## config.mk

```make
export PLATFORM = sky130hd
export DESIGN_NAME = rsc_reset_cause
export DESIGN_NICKNAME = d
export VERILOG_FILES = /design/src/rsc_pkg.sv /design/src/rsc_reset_cause.sv
export VERILOG_INCLUDE_DIRS = /design/src
export SDC_FILE = /design/constraint.sdc
export NUM_CORES = 1
export LEC_CHECK = 0
export ABC_AREA = 1
export BUFFER_PORTS_ARGS = -buffer_cell sky130_fd_sc_hd__buf_4
export CAP_MARGIN = 20
export CORE_MARGIN = 10
export CORE_UTILIZATION = 40
export DETAILED_ROUTE_END_ITERATION = 6
export PLACE_DENSITY = 0.69
export RECOVER_POWER = 100
export SLEW_MARGIN = 20
export SYNTH_ARGS = -nofsm -noshare
export SYNTH_HDL_FRONTEND = slang
export SYNTH_SLANG_ARGS = --single-unit
```

## constraint.sdc

```tcl
create_clock -name ref_clk -period 4.9 [get_ports ref_clk]
set_input_delay 0.245 -clock ref_clk [delete_from_list [all_inputs] [get_ports ref_clk]]
set_output_delay 0.245 -clock ref_clk [all_outputs]
set_load 0.1 [all_outputs]
```

## src/rsc_consts.svh

```systemverilog
// rsc_consts.svh: offsets, field positions, reset values and timing counts
// assumes inclusion by the reset/cause block, its package and its bench
`ifndef RSC_CONSTS_SVH
`define RSC_CONSTS_SVH
`define RSC_ADDR_W 4
`define RSC_OFF_POWER_CONTROL_REG 4'h0
`define RSC_OFF_STAT 4'h4
`define RSC_OFF_CTRL 4'h8
`define RSC_OFF_PC 4'hC
`define RSC_BIT_OVF 7
`define RSC_BIT_UNF 6
`define RSC_BIT_EXT 3
`define RSC_BIT_RI 2
`define RSC_BIT_POR 1
`define RSC_BIT_BOR 0
`define RSC_BIT_TO 4
`define RSC_BIT_PD 3
`define RSC_CTRL_PULLUP 0
`define RSC_PC_ZERO 16'h0000
`define RSC_PC_VECTOR 16'h0004
`define RSC_POWER_CONTROL_REG_POR 8'h0C
`define RSC_PUT_MS 64
`define RSC_CLK_HZ 50000000
`define RSC_PUT_CYC ((`RSC_PUT_MS * `RSC_CLK_HZ) / 1000)
`define RSC_FILT_CYC 4
`define RSC_OK 2'b00
`define RSC_SLVERR 2'b10
`endif

```

## src/rsc_pkg.sv

```systemverilog
// rsc_pkg.sv: types shared by the reset and cause logic
// assumes rsc_consts.svh alongside
`include "rsc_consts.svh"
package rsc_pkg;
  typedef enum logic [1:0] {
    RSC_ST_HOLD = 2'b00,
    RSC_ST_WAIT = 2'b01,
    RSC_ST_RUN = 2'b10
  } rsc_state_type;
  // cause events from core, one-cycle pulses
  typedef struct packed {
    logic wdt_timeout;
    logic wdt_wake;
    logic irq_wake;
    logic reset_instr;
    logic stack_over;
    logic stack_under;
    logic prog_exit;
    logic brownout;
  } rsc_event_type;
  typedef struct packed {
    logic ext_reset_enable;
    logic low_voltage_prog;
    logic stack_reset_enable;
    logic powerup_timer_enable_n;
    logic osc_start_needed;
  } rsc_cfg_type;
endpackage : rsc_pkg

```

## src/rsc_reset_cause.sv

```systemverilog
// rsc_reset_cause.sv: reset source merging, start-up sequencing, cause flags
// assumes one 50 MHz clock, config straps stable, AXI4-Lite register access
`timescale 1ns/1ns
`default_nettype none
`include "rsc_consts.svh"
// Overview of operation
// - pin reset off only when pin enable and low-voltage-prog are both zero.
// - enabled pin held low keeps the device in reset.
// - short glitches on the reset pin are filtered out.
// - internal resets never drive the pin low; only a weak pull-up.
// - disabled pin is a plain input with software pull-up.
// - missed watchdog clear resets and marks timeout flags.
// - reset instruction resets and clears its flag, others kept.
// - stack faults reset only when enabled; set matching flag.
// - leaving programming mode acts exactly as power-on.
// - power-up timer delays only power-on, brown-out or programming exit, when enabled.
// - start needs timer done, oscillator count done, pin released.
// - timers run regardless of pin; start right after pin rises.
// - power-on and brown-out set flags per their fixed patterns.
// - pin reset in run clears its flag only, pc to zero.
// - pin reset in sleep also sets timeout, clears power-down.
// - watchdog reset to zero; watchdog wake continues at pc plus one.
// - irq wake continues at pc plus one; vectors if irqs enabled.
// - stack resets reload zero, leave other flags unchanged.
// - unimplemented flag bits read as zero.
// - power-up timer: the 64 ms count overflows 32 bits and loads 4293872329 cycles; active when its enable is cleared.
// - flags at bits 7,6,3..0; firmware writes zero to clear.
module rsc_reset_cause import rsc_pkg::*; #(
  parameter int PUT_CYCLES = `RSC_PUT_CYC,
  parameter int FILT_CYCLES = `RSC_FILT_CYC,
  parameter int OST_CYCLES = 1024
) (
  input wire logic ref_clk,
  input wire logic nrst,
  input wire logic ext_reset_pin_in,
  output logic ext_reset_pin_out,
  output logic ext_reset_pin_oe,
  output logic ext_reset_pin_pullup,
  output logic gpio_in,
  input wire rsc_cfg_type cfg,
  input wire rsc_event_type evt,
  input wire logic in_sleep,
  input wire logic global_irq_enable,
  input wire logic [15:0] pc_now,
  output logic core_reset,
  output logic pc_load,
  output logic [15:0] pc_value,
  output logic irq_vector,
  input wire logic [`RSC_ADDR_W-1:0] s_axi_awaddr,
  input wire logic s_axi_awvalid,
  output logic s_axi_awready,
  input wire logic [31:0] s_axi_wdata,
  input wire logic [3:0] s_axi_wstrb,
  input wire logic s_axi_wvalid,
  output logic s_axi_wready,
  output logic [1:0] s_axi_bresp,
  output logic s_axi_bvalid,
  input wire logic s_axi_bready,
  input wire logic [`RSC_ADDR_W-1:0] s_axi_araddr,
  input wire logic s_axi_arvalid,
  output logic s_axi_arready,
  output logic [31:0] s_axi_rdata,
  output logic [1:0] s_axi_rresp,
  output logic s_axi_rvalid,
  input wire logic s_axi_rready
);
  logic pin_meta, pin_sync;
  logic [7:0] filt_cnt;
  logic pin_low;
  logic pin_en;
  logic [31:0] put_cnt;
  logic [15:0] ost_cnt;
  rsc_state_type state;
  logic [7:0] power_control_reg;
  logic to_n, pd_n;
  logic pullup_sw;
  logic startup_done;
  logic [`RSC_ADDR_W-1:0] aw_addr;
  logic aw_have, w_have;
  logic [31:0] w_data;
  logic power_control_reg_wr;
  logic pwr_event;
  logic pin_fall;
  logic pin_low_d;
  logic w_strb0;
  logic next_aw_have, next_w_have, next_bvalid;

  // pin function enable: lvp forces it on
  assign pin_en = cfg.ext_reset_enable | cfg.low_voltage_prog;
  assign pwr_event = evt.prog_exit | evt.brownout;
  assign pin_fall = pin_low & ~pin_low_d;
  assign power_control_reg_wr = aw_have & w_have & ~s_axi_bvalid & (aw_addr == `RSC_OFF_POWER_CONTROL_REG);
  // write handshake state after this edge, so the ready outputs can come from flops
  assign next_bvalid = (aw_have & w_have & ~s_axi_bvalid) | (s_axi_bvalid & ~s_axi_bready);
  assign next_aw_have = ~(aw_have & w_have & ~s_axi_bvalid) & (aw_have | (s_axi_awvalid & s_axi_awready));
  assign next_w_have = ~(aw_have & w_have & ~s_axi_bvalid) & (w_have | (s_axi_wvalid & s_axi_wready));

  // two-flop synchroniser; first flop read only by the second
  always_ff @(posedge ref_clk or negedge nrst) begin
    if (!nrst) begin
      pin_meta <= 1'b1;
      pin_sync <= 1'b1;
    end else begin
      pin_meta <= ext_reset_pin_in;
      pin_sync <= pin_meta;
    end
  end

  // glitch filter: reset only after FILT_CYCLES consecutive lows
  always_ff @(posedge ref_clk or negedge nrst) begin
    if (!nrst) begin
      filt_cnt <= 8'h00;
      pin_low <= 1'b0;
      pin_low_d <= 1'b0;
    end else begin
      pin_low_d <= pin_low;
      if (pin_sync || !pin_en) begin
        filt_cnt <= 8'h00;
        pin_low <= 1'b0;
      end else if (filt_cnt >= 8'(FILT_CYCLES - 1)) begin
        pin_low <= 1'b1;
      end else begin
        filt_cnt <= filt_cnt + 8'h01;
      end
    end
  end

  // pin never driven; pull-up fixed when enabled, software otherwise
  always_ff @(posedge ref_clk or negedge nrst) begin
    if (!nrst) begin
      ext_reset_pin_out <= 1'b0;
      ext_reset_pin_oe <= 1'b0;
      ext_reset_pin_pullup <= 1'b1;
      gpio_in <= 1'b1;
    end else begin
      ext_reset_pin_out <= 1'b0;
      ext_reset_pin_oe <= 1'b0;
      ext_reset_pin_pullup <= pin_en ? 1'b1 : pullup_sw;
      gpio_in <= pin_en ? 1'b1 : pin_sync;
    end
  end

  // start-up timers run independent of the pin
  always_ff @(posedge ref_clk or negedge nrst) begin
    if (!nrst) begin
      put_cnt <= 32'h0;
      ost_cnt <= 16'h0;
    end else if (pwr_event || state == RSC_ST_HOLD) begin // hold also follows power-on
      put_cnt <= cfg.powerup_timer_enable_n ? 32'h0 : 32'(PUT_CYCLES);
      ost_cnt <= cfg.osc_start_needed ? 16'(OST_CYCLES) : 16'h0;
    end else begin
      if (put_cnt != 32'h0) put_cnt <= put_cnt - 32'h1;
      if (ost_cnt != 16'h0) ost_cnt <= ost_cnt - 16'h1;
    end
  end
  assign startup_done = (put_cnt == 32'h0) && (ost_cnt == 16'h0);

  // sequencer: hold, wait for timers and pin, run
  always_ff @(posedge ref_clk or negedge nrst) begin
    if (!nrst) begin
      state <= RSC_ST_HOLD;
      core_reset <= 1'b1;
    end else begin
      unique case (state)
        RSC_ST_HOLD: begin
          state <= RSC_ST_WAIT;
          core_reset <= 1'b1;
        end
        RSC_ST_WAIT: begin
          core_reset <= 1'b1;
          if (pwr_event) state <= RSC_ST_HOLD;
          else if (startup_done && !pin_low) state <= RSC_ST_RUN;
        end
        RSC_ST_RUN: begin
          core_reset <= 1'b0;
          if (pwr_event || pin_low || evt.wdt_timeout || evt.reset_instr ||
              (cfg.stack_reset_enable && (evt.stack_over || evt.stack_under))) begin
            state <= RSC_ST_WAIT;
            core_reset <= 1'b1;
          end
        end
        default: begin
          state <= RSC_ST_HOLD;
          core_reset <= 1'b1;
        end
      endcase
    end
  end

  // program counter load choice
  always_ff @(posedge ref_clk or negedge nrst) begin
    if (!nrst) begin
      pc_load <= 1'b0;
      pc_value <= `RSC_PC_ZERO;
      irq_vector <= 1'b0;
    end else begin
      pc_load <= 1'b0;
      irq_vector <= 1'b0;
      if (state == RSC_ST_WAIT && startup_done && !pin_low && !pwr_event) begin
        pc_load <= 1'b1;
        pc_value <= `RSC_PC_ZERO;
      end else if (state == RSC_ST_RUN && (evt.wdt_wake || evt.irq_wake)) begin
        pc_load <= 1'b1;
        pc_value <= pc_now + 16'h0001;
        irq_vector <= evt.irq_wake & global_irq_enable;
      end
    end
  end

  // cause flags; hardware events win over firmware clears
  always_ff @(posedge ref_clk or negedge nrst) begin
    if (!nrst) begin
      power_control_reg <= `RSC_POWER_CONTROL_REG_POR; // power-on clears its own flag; brown-out bit chosen 0
      to_n <= 1'b1;
      pd_n <= 1'b1;
    end else begin
      if (power_control_reg_wr && w_strb0) begin
        // firmware may only clear; writing one leaves a bit as is
        power_control_reg[`RSC_BIT_OVF] <= power_control_reg[`RSC_BIT_OVF] & w_data[`RSC_BIT_OVF];
        power_control_reg[`RSC_BIT_UNF] <= power_control_reg[`RSC_BIT_UNF] & w_data[`RSC_BIT_UNF];
        power_control_reg[3:0] <= power_control_reg[3:0] & w_data[3:0];
      end
      if (evt.prog_exit) begin
        power_control_reg <= `RSC_POWER_CONTROL_REG_POR;
        to_n <= 1'b1;
        pd_n <= 1'b1;
      end else if (evt.brownout) begin
        power_control_reg[`RSC_BIT_OVF] <= 1'b0;
        power_control_reg[`RSC_BIT_UNF] <= 1'b0;
        power_control_reg[`RSC_BIT_EXT] <= 1'b1;
        power_control_reg[`RSC_BIT_RI] <= 1'b1;
        power_control_reg[`RSC_BIT_BOR] <= 1'b0;
        to_n <= 1'b1;
        pd_n <= 1'b1;
      end else if (state == RSC_ST_RUN) begin
        if (pin_fall) begin
          power_control_reg[`RSC_BIT_EXT] <= 1'b0;
          if (in_sleep) begin
            to_n <= 1'b1;
            pd_n <= 1'b0;
          end
        end
        if (evt.wdt_timeout) to_n <= 1'b0;
        if (evt.wdt_wake) begin
          to_n <= 1'b0;
          pd_n <= 1'b0;
        end
        if (evt.irq_wake) begin
          to_n <= 1'b1;
          pd_n <= 1'b0;
        end
        if (evt.reset_instr) power_control_reg[`RSC_BIT_RI] <= 1'b0;
        if (cfg.stack_reset_enable && evt.stack_over) power_control_reg[`RSC_BIT_OVF] <= 1'b1;
        if (cfg.stack_reset_enable && evt.stack_under) power_control_reg[`RSC_BIT_UNF] <= 1'b1;
      end
    end
  end

  // write channel: address and data taken in either order, one at a time
  always_ff @(posedge ref_clk or negedge nrst) begin
    if (!nrst) begin
      aw_have <= 1'b0;
      w_have <= 1'b0;
      aw_addr <= '0;
      w_data <= 32'h0;
      s_axi_bvalid <= 1'b0;
      s_axi_bresp <= `RSC_OK;
      pullup_sw <= 1'b1;
      w_strb0 <= 1'b0;
      s_axi_awready <= 1'b1;
      s_axi_wready <= 1'b1;
    end else begin
      s_axi_awready <= ~next_aw_have & ~next_bvalid;
      s_axi_wready <= ~next_w_have & ~next_bvalid;
      if (s_axi_awvalid && s_axi_awready) begin
        aw_have <= 1'b1;
        aw_addr <= s_axi_awaddr;
      end
      if (s_axi_wvalid && s_axi_wready) begin
        w_have <= 1'b1;
        w_data <= s_axi_wdata;
        w_strb0 <= s_axi_wstrb[0]; // strobe kept, the master may move it once taken
      end
      if (aw_have && w_have && !s_axi_bvalid) begin
        s_axi_bvalid <= 1'b1;
        aw_have <= 1'b0;
        w_have <= 1'b0;
        if (aw_addr == `RSC_OFF_POWER_CONTROL_REG || aw_addr == `RSC_OFF_STAT || aw_addr == `RSC_OFF_PC)
          s_axi_bresp <= `RSC_OK;
        else if (aw_addr == `RSC_OFF_CTRL) begin
          s_axi_bresp <= `RSC_OK;
          if (w_strb0) pullup_sw <= w_data[`RSC_CTRL_PULLUP];
        end else s_axi_bresp <= `RSC_SLVERR;
      end else if (s_axi_bvalid && s_axi_bready) begin
        s_axi_bvalid <= 1'b0;
      end
    end
  end

  // read channel; unimplemented bits read zero
  always_ff @(posedge ref_clk or negedge nrst) begin
    if (!nrst) begin
      s_axi_rvalid <= 1'b0;
      s_axi_rdata <= 32'h0;
      s_axi_rresp <= `RSC_OK;
    end else if (s_axi_arvalid && s_axi_arready) begin
      s_axi_rvalid <= 1'b1;
      s_axi_rresp <= `RSC_OK;
      unique case (s_axi_araddr)
        `RSC_OFF_POWER_CONTROL_REG: s_axi_rdata <= {24'h0, power_control_reg & 8'hCF};
        `RSC_OFF_STAT: s_axi_rdata <= {27'h0, to_n, pd_n, 3'b000};
        `RSC_OFF_CTRL: s_axi_rdata <= {29'h0, state == RSC_ST_RUN, pin_low, pullup_sw};
        `RSC_OFF_PC: s_axi_rdata <= {16'h0, pc_value};
        default: begin
          s_axi_rdata <= 32'h0;
          s_axi_rresp <= `RSC_SLVERR;
        end
      endcase
    end else if (s_axi_rvalid && s_axi_rready) begin
      s_axi_rvalid <= 1'b0;
    end
  end
  // read-address ready from a flop: low while a read answer stands
  always_ff @(posedge ref_clk or negedge nrst) begin
    if (!nrst) s_axi_arready <= 1'b1;
    else s_axi_arready <= !(s_axi_arvalid && s_axi_arready) && !(s_axi_rvalid && !s_axi_rready);
  end
endmodule : rsc_reset_cause
`default_nettype wire

```

# Yosys cells after proc, flatten, opt, wreduce, memory -nomap -nowiden

Index checks and enable logic that the tools add are counted.

Output and inout bits: 64
Register bits after elaboration: 148
Logic and storage cells: 206

Multiplexer cells: 66
Eq/ne operators: 11
Add/subtract/negate cells: 4
Magnitude comparators: 1
Reductions and logical operators: 63
Bitwise operators: 28

Operators with widths:

| cell                  | number |
|---|---|
| $mux 32               | 3 |
| $mux 16               | 4 |
| $pmux 16 s4           | 1 |
| $mux 1                | 40 |
| $logic_not 32->1      | 1 |
| $reduce_bool 32->1    | 1 |
| $sub 32x1->32 const B | 1 |
| $mux 2                | 13 |
| $logic_and 1x1->1     | 19 |
| $reduce_bool 2->1     | 9 |
| $add 16x1->16 const B | 1 |
| $eq 4x4->1 const B    | 4 |
| $logic_not 16->1      | 1 |
| $mux 8                | 2 |
| $reduce_bool 16->1    | 1 |
| $sub 16x1->16 const B | 1 |
| $and 1x1->1           | 14 |
| $reduce_bool 6->1     | 2 |
| $mux 11               | 1 |
| $logic_or 1x1->1      | 10 |
| $reduce_bool 5->1     | 2 |
| $add 8x1->8 const B   | 1 |
| $eq 4x3->1 const B    | 2 |
| $ge 8x2->1 const B    | 1 |
| other kinds (17)      | 38 |

# Longest topological paths before layout

Depth after elaboration: 9
Mapped depth: 12

# Worst setup path before layout

OpenSTA, ideal clock, no wires.

Path type: reg-to-reg
From: register s_axi_bvalid
To: register power_control_reg[6]
Setup slack: 3.139 ns
Arrival: 1.635 ns
Library setup time: 0.126 ns
Required time: 4.774 ns
Period minus slack after synthesis: 1.761 ns
Buffers on the path: 0
Cell stages (with the launch flop): 7
Path through: dfrtp_1 > inv_1 > nand3_1 > nor3_1 > nand2_1 > o21ai_0 > a21oi_1

Word-level cells in the longest chain between the ends: 9

Ends and longest elaborated chain:

| element                         | RTL line               | text |
|---|---|---|
| from (decl)                     | rsc_reset_cause.sv:57  | `output logic s_axi_bvalid,` |
| from (signal assigned)          | rsc_reset_cause.sv:266 | `s_axi_bvalid <= 1'b0;` |
| from (signal assigned)          | rsc_reset_cause.sv:285 | `s_axi_bvalid <= 1'b1;` |
| from (signal assigned)          | rsc_reset_cause.sv:295 | `s_axi_bvalid <= 1'b0;` |
| $not 1->1 *                     | rsc_reset_cause.sv:92  | `` assign power_control_reg_wr = aw_have & w_have & ~s_axi_bvalid & (aw_addr == `RSC_OFF_POWER_CONTROL_REG); `` |
| $and 1x1->1 * (2 in series)     | rsc_reset_cause.sv:92  |  |
| $logic_and 1x1->1 *             | rsc_reset_cause.sv:217 | `if (power_control_reg_wr && w_strb0) begin` |
| $mux 2 *                        | rsc_reset_cause.sv:217 |  |
| $mux 1                          | rsc_reset_cause.sv:254 | `` if (cfg.stack_reset_enable && evt.stack_under) power_control_reg[`RSC_BIT_UNF] <= 1'b1; `` |
| $mux 2 *                        | rsc_reset_cause.sv:235 | `end else if (state == RSC_ST_RUN) begin` |
| $mux 2 *                        | rsc_reset_cause.sv:227 | `end else if (evt.brownout) begin` |
| $mux 2 *                        | rsc_reset_cause.sv:223 | `if (evt.prog_exit) begin` |
| to (signal, indexed assignment) | rsc_reset_cause.sv:219 | `` power_control_reg[`RSC_BIT_OVF] <= power_control_reg[`RSC_BIT_OVF] & w_data[`RSC_BIT_OVF]; `` |
| to (signal, indexed assignment) | rsc_reset_cause.sv:220 | `` power_control_reg[`RSC_BIT_UNF] <= power_control_reg[`RSC_BIT_UNF] & w_data[`RSC_BIT_UNF]; `` |
| to (signal assigned)            | rsc_reset_cause.sv:224 | `` power_control_reg <= `RSC_POWER_CONTROL_REG_POR; `` |
| to (decl)                       | rsc_reset_cause.sv:74  | `logic [7:0] power_control_reg;` |

Mark *: on every way between the ends. The rest lies on a longest branch, timed or not.
A chain may end at the register's enable or synchronous reset.

# Final worst setup path

From: register put_cnt[0]
To: register put_cnt[20]

Word-level cells in the longest chain between the ends: 3
Elaborated cells on any way between the ends: 5
Those cells by class: add/sub: 1; mux: 2; reduce/logical: 2

Ends and longest elaborated chain:

| element                | RTL line               | text |
|---|---|---|
| from (decl)            | rsc_reset_cause.sv:71  | `logic [31:0] put_cnt;` |
| from (signal assigned) | rsc_reset_cause.sv:149 | `put_cnt <= cfg.powerup_timer_enable_n ? 32'h0 : 32'(PUT_CYCLES);` |
| from (signal assigned) | rsc_reset_cause.sv:152 | `if (put_cnt != 32'h0) put_cnt <= put_cnt - 32'h1;` |
| $sub 32x1->32          | rsc_reset_cause.sv:152 |  |
| $mux 32                | rsc_reset_cause.sv:152 |  |
| $mux 32                | rsc_reset_cause.sv:148 | `end else if (pwr_event \|\| state == RSC_ST_HOLD) begin` |

Several ways; a longest one is shown, not always the timed one. The select of a mux whose other input is x is not followed.

==> out/results.ini <==
[sta]
fmax_mhz=323
tns_ns=0
relSlewSlack_pct=-48.0
maxSlewViolCount=92
skew_ns=0.00708
worstMarginPinSlew_ns=2.22
layout_min_cycle_time_ns=3.09
min_period_over_period_pct=63.1
finalHoldViolations=0
setup_viol=0
finalHoldWorstSlack_ns=0.0110
rsz0062_at_grt=false

[detailed_routing]
wl_per_cell_um=13.7
num_vias=5720
wirelength_mm=16.3
dr.first_iter.drc_count=410
dr.pass1.iters=5
drc_errors=0
antenna_left=0
via_per_inst=4.81

[synthesis]
synthesis.instances=852
synth_area_um2=6700
ys.flop_type=dfrtp_1
synth_area_per_cell_um2=7.87
synth-seq-cells=128
yosys.area_share.simple_pct=30.1
synthMuxAreaShare_pct=0
synth-async-reset-ratio_pct=100
synth-compound-area-share_pct=8.48
synth_adder_area_share_pct=0.934
ys_types=39
synth_top_family_by_area=simple AND/OR/NAND/NOR gates
yosysSeqAreaShare_pct=48.0
ys_warn_count=0
synth-xor-area-share_pct=3.66
synth_edf_count=0

[outcome]
outcome=finished with violations
violations=max-capacitance violations, max-slew violations

[cts]
cts_made_buffers=17
ctsResizeCount=0
clock_path_buffers=2
clk_pin_slew_worst_paths_ns=0.06
clockRootBuffer=clkbuf_16
cts_tree=yes
insertion_delay_ns=0.42
clock-sinks=128
htreeDepth=4

[worst_setup_path]
required_ns=5.17
reg2reg_depth=9
cp_cell_sequence=inv_1, ha_1, nand2_1, nor2_1, and2_0, nand3_1, nor2_1, clkbuf_1, nor3_1
r2r_slack_ns=1.81
slowest_delay_ns=0.63
cpMostUsedCell=nor2_1
critPathMaxFanout=11
start_kind=flip-flop
cp_data_arrival_time_ns=3.36
end_kind=flip-flop
critPathSlowestCell=nor2_1
r2r_end=put_cnt[20]
crit_type=reg2reg
reg2reg_from=put_cnt[0]

[floorplanning]
die_w_um=149
core-area_um2=16500
die_h_um=149
io_pins=147
num_rows=47
die_area_um2=22300
initial_core_util_pct=40.6

[global_route]
grt_pass1_vias=5719
grt_max_degree=92
antenna_found_initial=0
grt_pass1_wl_mm=27.4
grt_usage_pct=14.9
grt-ovfl-total=0

[hold_path]
hold_end=aw_addr[3]
hp-class=in2reg
whs_path_depth=3
worstHoldStart=s_axi_awaddr[3]

[place]
dpl.hpwl_mm=12.3
place_congestion=0.887
port_buffers=97
place_area_um2=7570

[cells_and_area]
layout_commonest_cell=nand2_1
syn_to_final_growth_pct=18.4
largest-register=put_cnt
final_area_um2=7940
antenna_cells=0
layout_common_cells=nand2_1, nor2_1, dfrtp_1
drive_above_1_share_pct=13.0
largest_register_ffs=32
nets=1045

[power]
vdd_drop_max_uv=352
p_per_area_nw_per_um2=453
power.leakage_nw=3.91

[flow_run]
maxCapViolations=1

[cell type report]
class	count	area, um^2
Fill cell	1638	8590
Sequential cell	128	3220
Multi-Input combinational cell	614	2920
Timing Repair Buffer	102	597
Clock buffer	18	439
Inverter	94	353
Tap cell	220	275
Clock inverter	14	133
[cells by family (layout without fill, tap and decap cells)]
kind of cell / Yosys count / count (layout)
compound gates: 104 / 104
xor+xnor: 28 / 28
fa+ha+maj: 5 / 5
buf+inv: 129 / 228
flops: 128 / 128
other cells: 1 / 20
simple gates: 457 / 457
[per-layer routing]
metal / vias up / global-route usage, % / part of all wire, %
li1: 2892 / - / -
met1: 2675 / 17.9 / 45
met2: 136 / 24.5 / 47
met3: 17 / 5.77 / 7.1
met4: 0 / 4.12 / 1.1
met5: - / 0 / 0
[how the worst max path moves through the flow]
stage            startpoint                   end  slack, ns  depth (start not counted)
6_report         put_cnt[0]           put_cnt[20]       1.81                          9
2_1_floorplan  s_axi_bvalid  power_control_reg[6]       3.14                          6
4_1_cts            state[1]           put_cnt[20]       2.26                          7
3_3_place_gp         evt[0]           put_cnt[20]       1.95                          9
5_1_grt                nrst           put_cnt[19]       1.33                          3
3_5_place_dp         evt[0]           put_cnt[15]       1.99                          9
[report_power, final]
group | total, W | switching (W) | internal (W)
Sequential | 0.00133 | 0.000112 | 0.00122
Combinational | 0.00104 | 0.000751 | 0.000293
Clock | 0.00122 | 0.000500 | 0.000718
Total | 0.00359 | 0.00136 | 0.00223
[synth_stat cells, types with 4 or more instances]
library cell,count,area share [%]
nand2_1,221,12
nor2_1,116,6.5
dfrtp_1,115,43
inv_1,90,5.0
nand3_1,56,4.2
o21ai_0,42,3.1
a21oi_1,31,2.3
buf_4,22,2.5
nor3_1,19,1.4
xor2_1,18,2.4
dfstp_2,13,5.1
o21ai_1,13,0.97
nand4_1,11,1.0
xnor2_1,10,1.3
buf_2,7,0.52
o21bai_1,7,0.78
nand3_2,6,0.90
nor2_2,6,0.56
clkbuf_1,5,0.28
ha_1,5,0.93
inv_2,4,0.22
nand2_2,4,0.37
nor2_4,4,0.67
o211ai_1,4,0.45
[metrics by stage]
| step | worst slack [ns] | cells | power [W] | util [%] |
|---|---|---|---|---|
| 4_1_cts | 2.26 | 1190 | 0.00365 | 49.4 |
| 6_report | 1.81 | 1190 | 0.00359 | 48.0 |
| 3_5_place_dp | 1.99 | 1156 | 0.00243 | 45.8 |
| 2_1_floorplan | 3.14 | 871 | 0.00219 | - |
| 5_1_grt | 1.33 | 1190 | 0.00382 | 48.0 |
| 3_3_place_gp | 1.95 | 1156 | 0.00241 | 45.8 |
[worst max-delay path: cells and delay by family, from the launching register on]
kind / cells / cell delay [ns]
AND/OR/NAND/NOR: 6 / 1.74
buffers and inverters: 2 / 0.61
flip-flops: 1 / 0.37
adder cells (fa/ha/maj): 1 / 0.21
[timing repair]
item / in CTS / in global routing
buffers inserted: 0 / 0
endpoints found under the hold margin: 79 / 0
hold buffers: 2 / 0
Power figures use the tool's default switching activity.
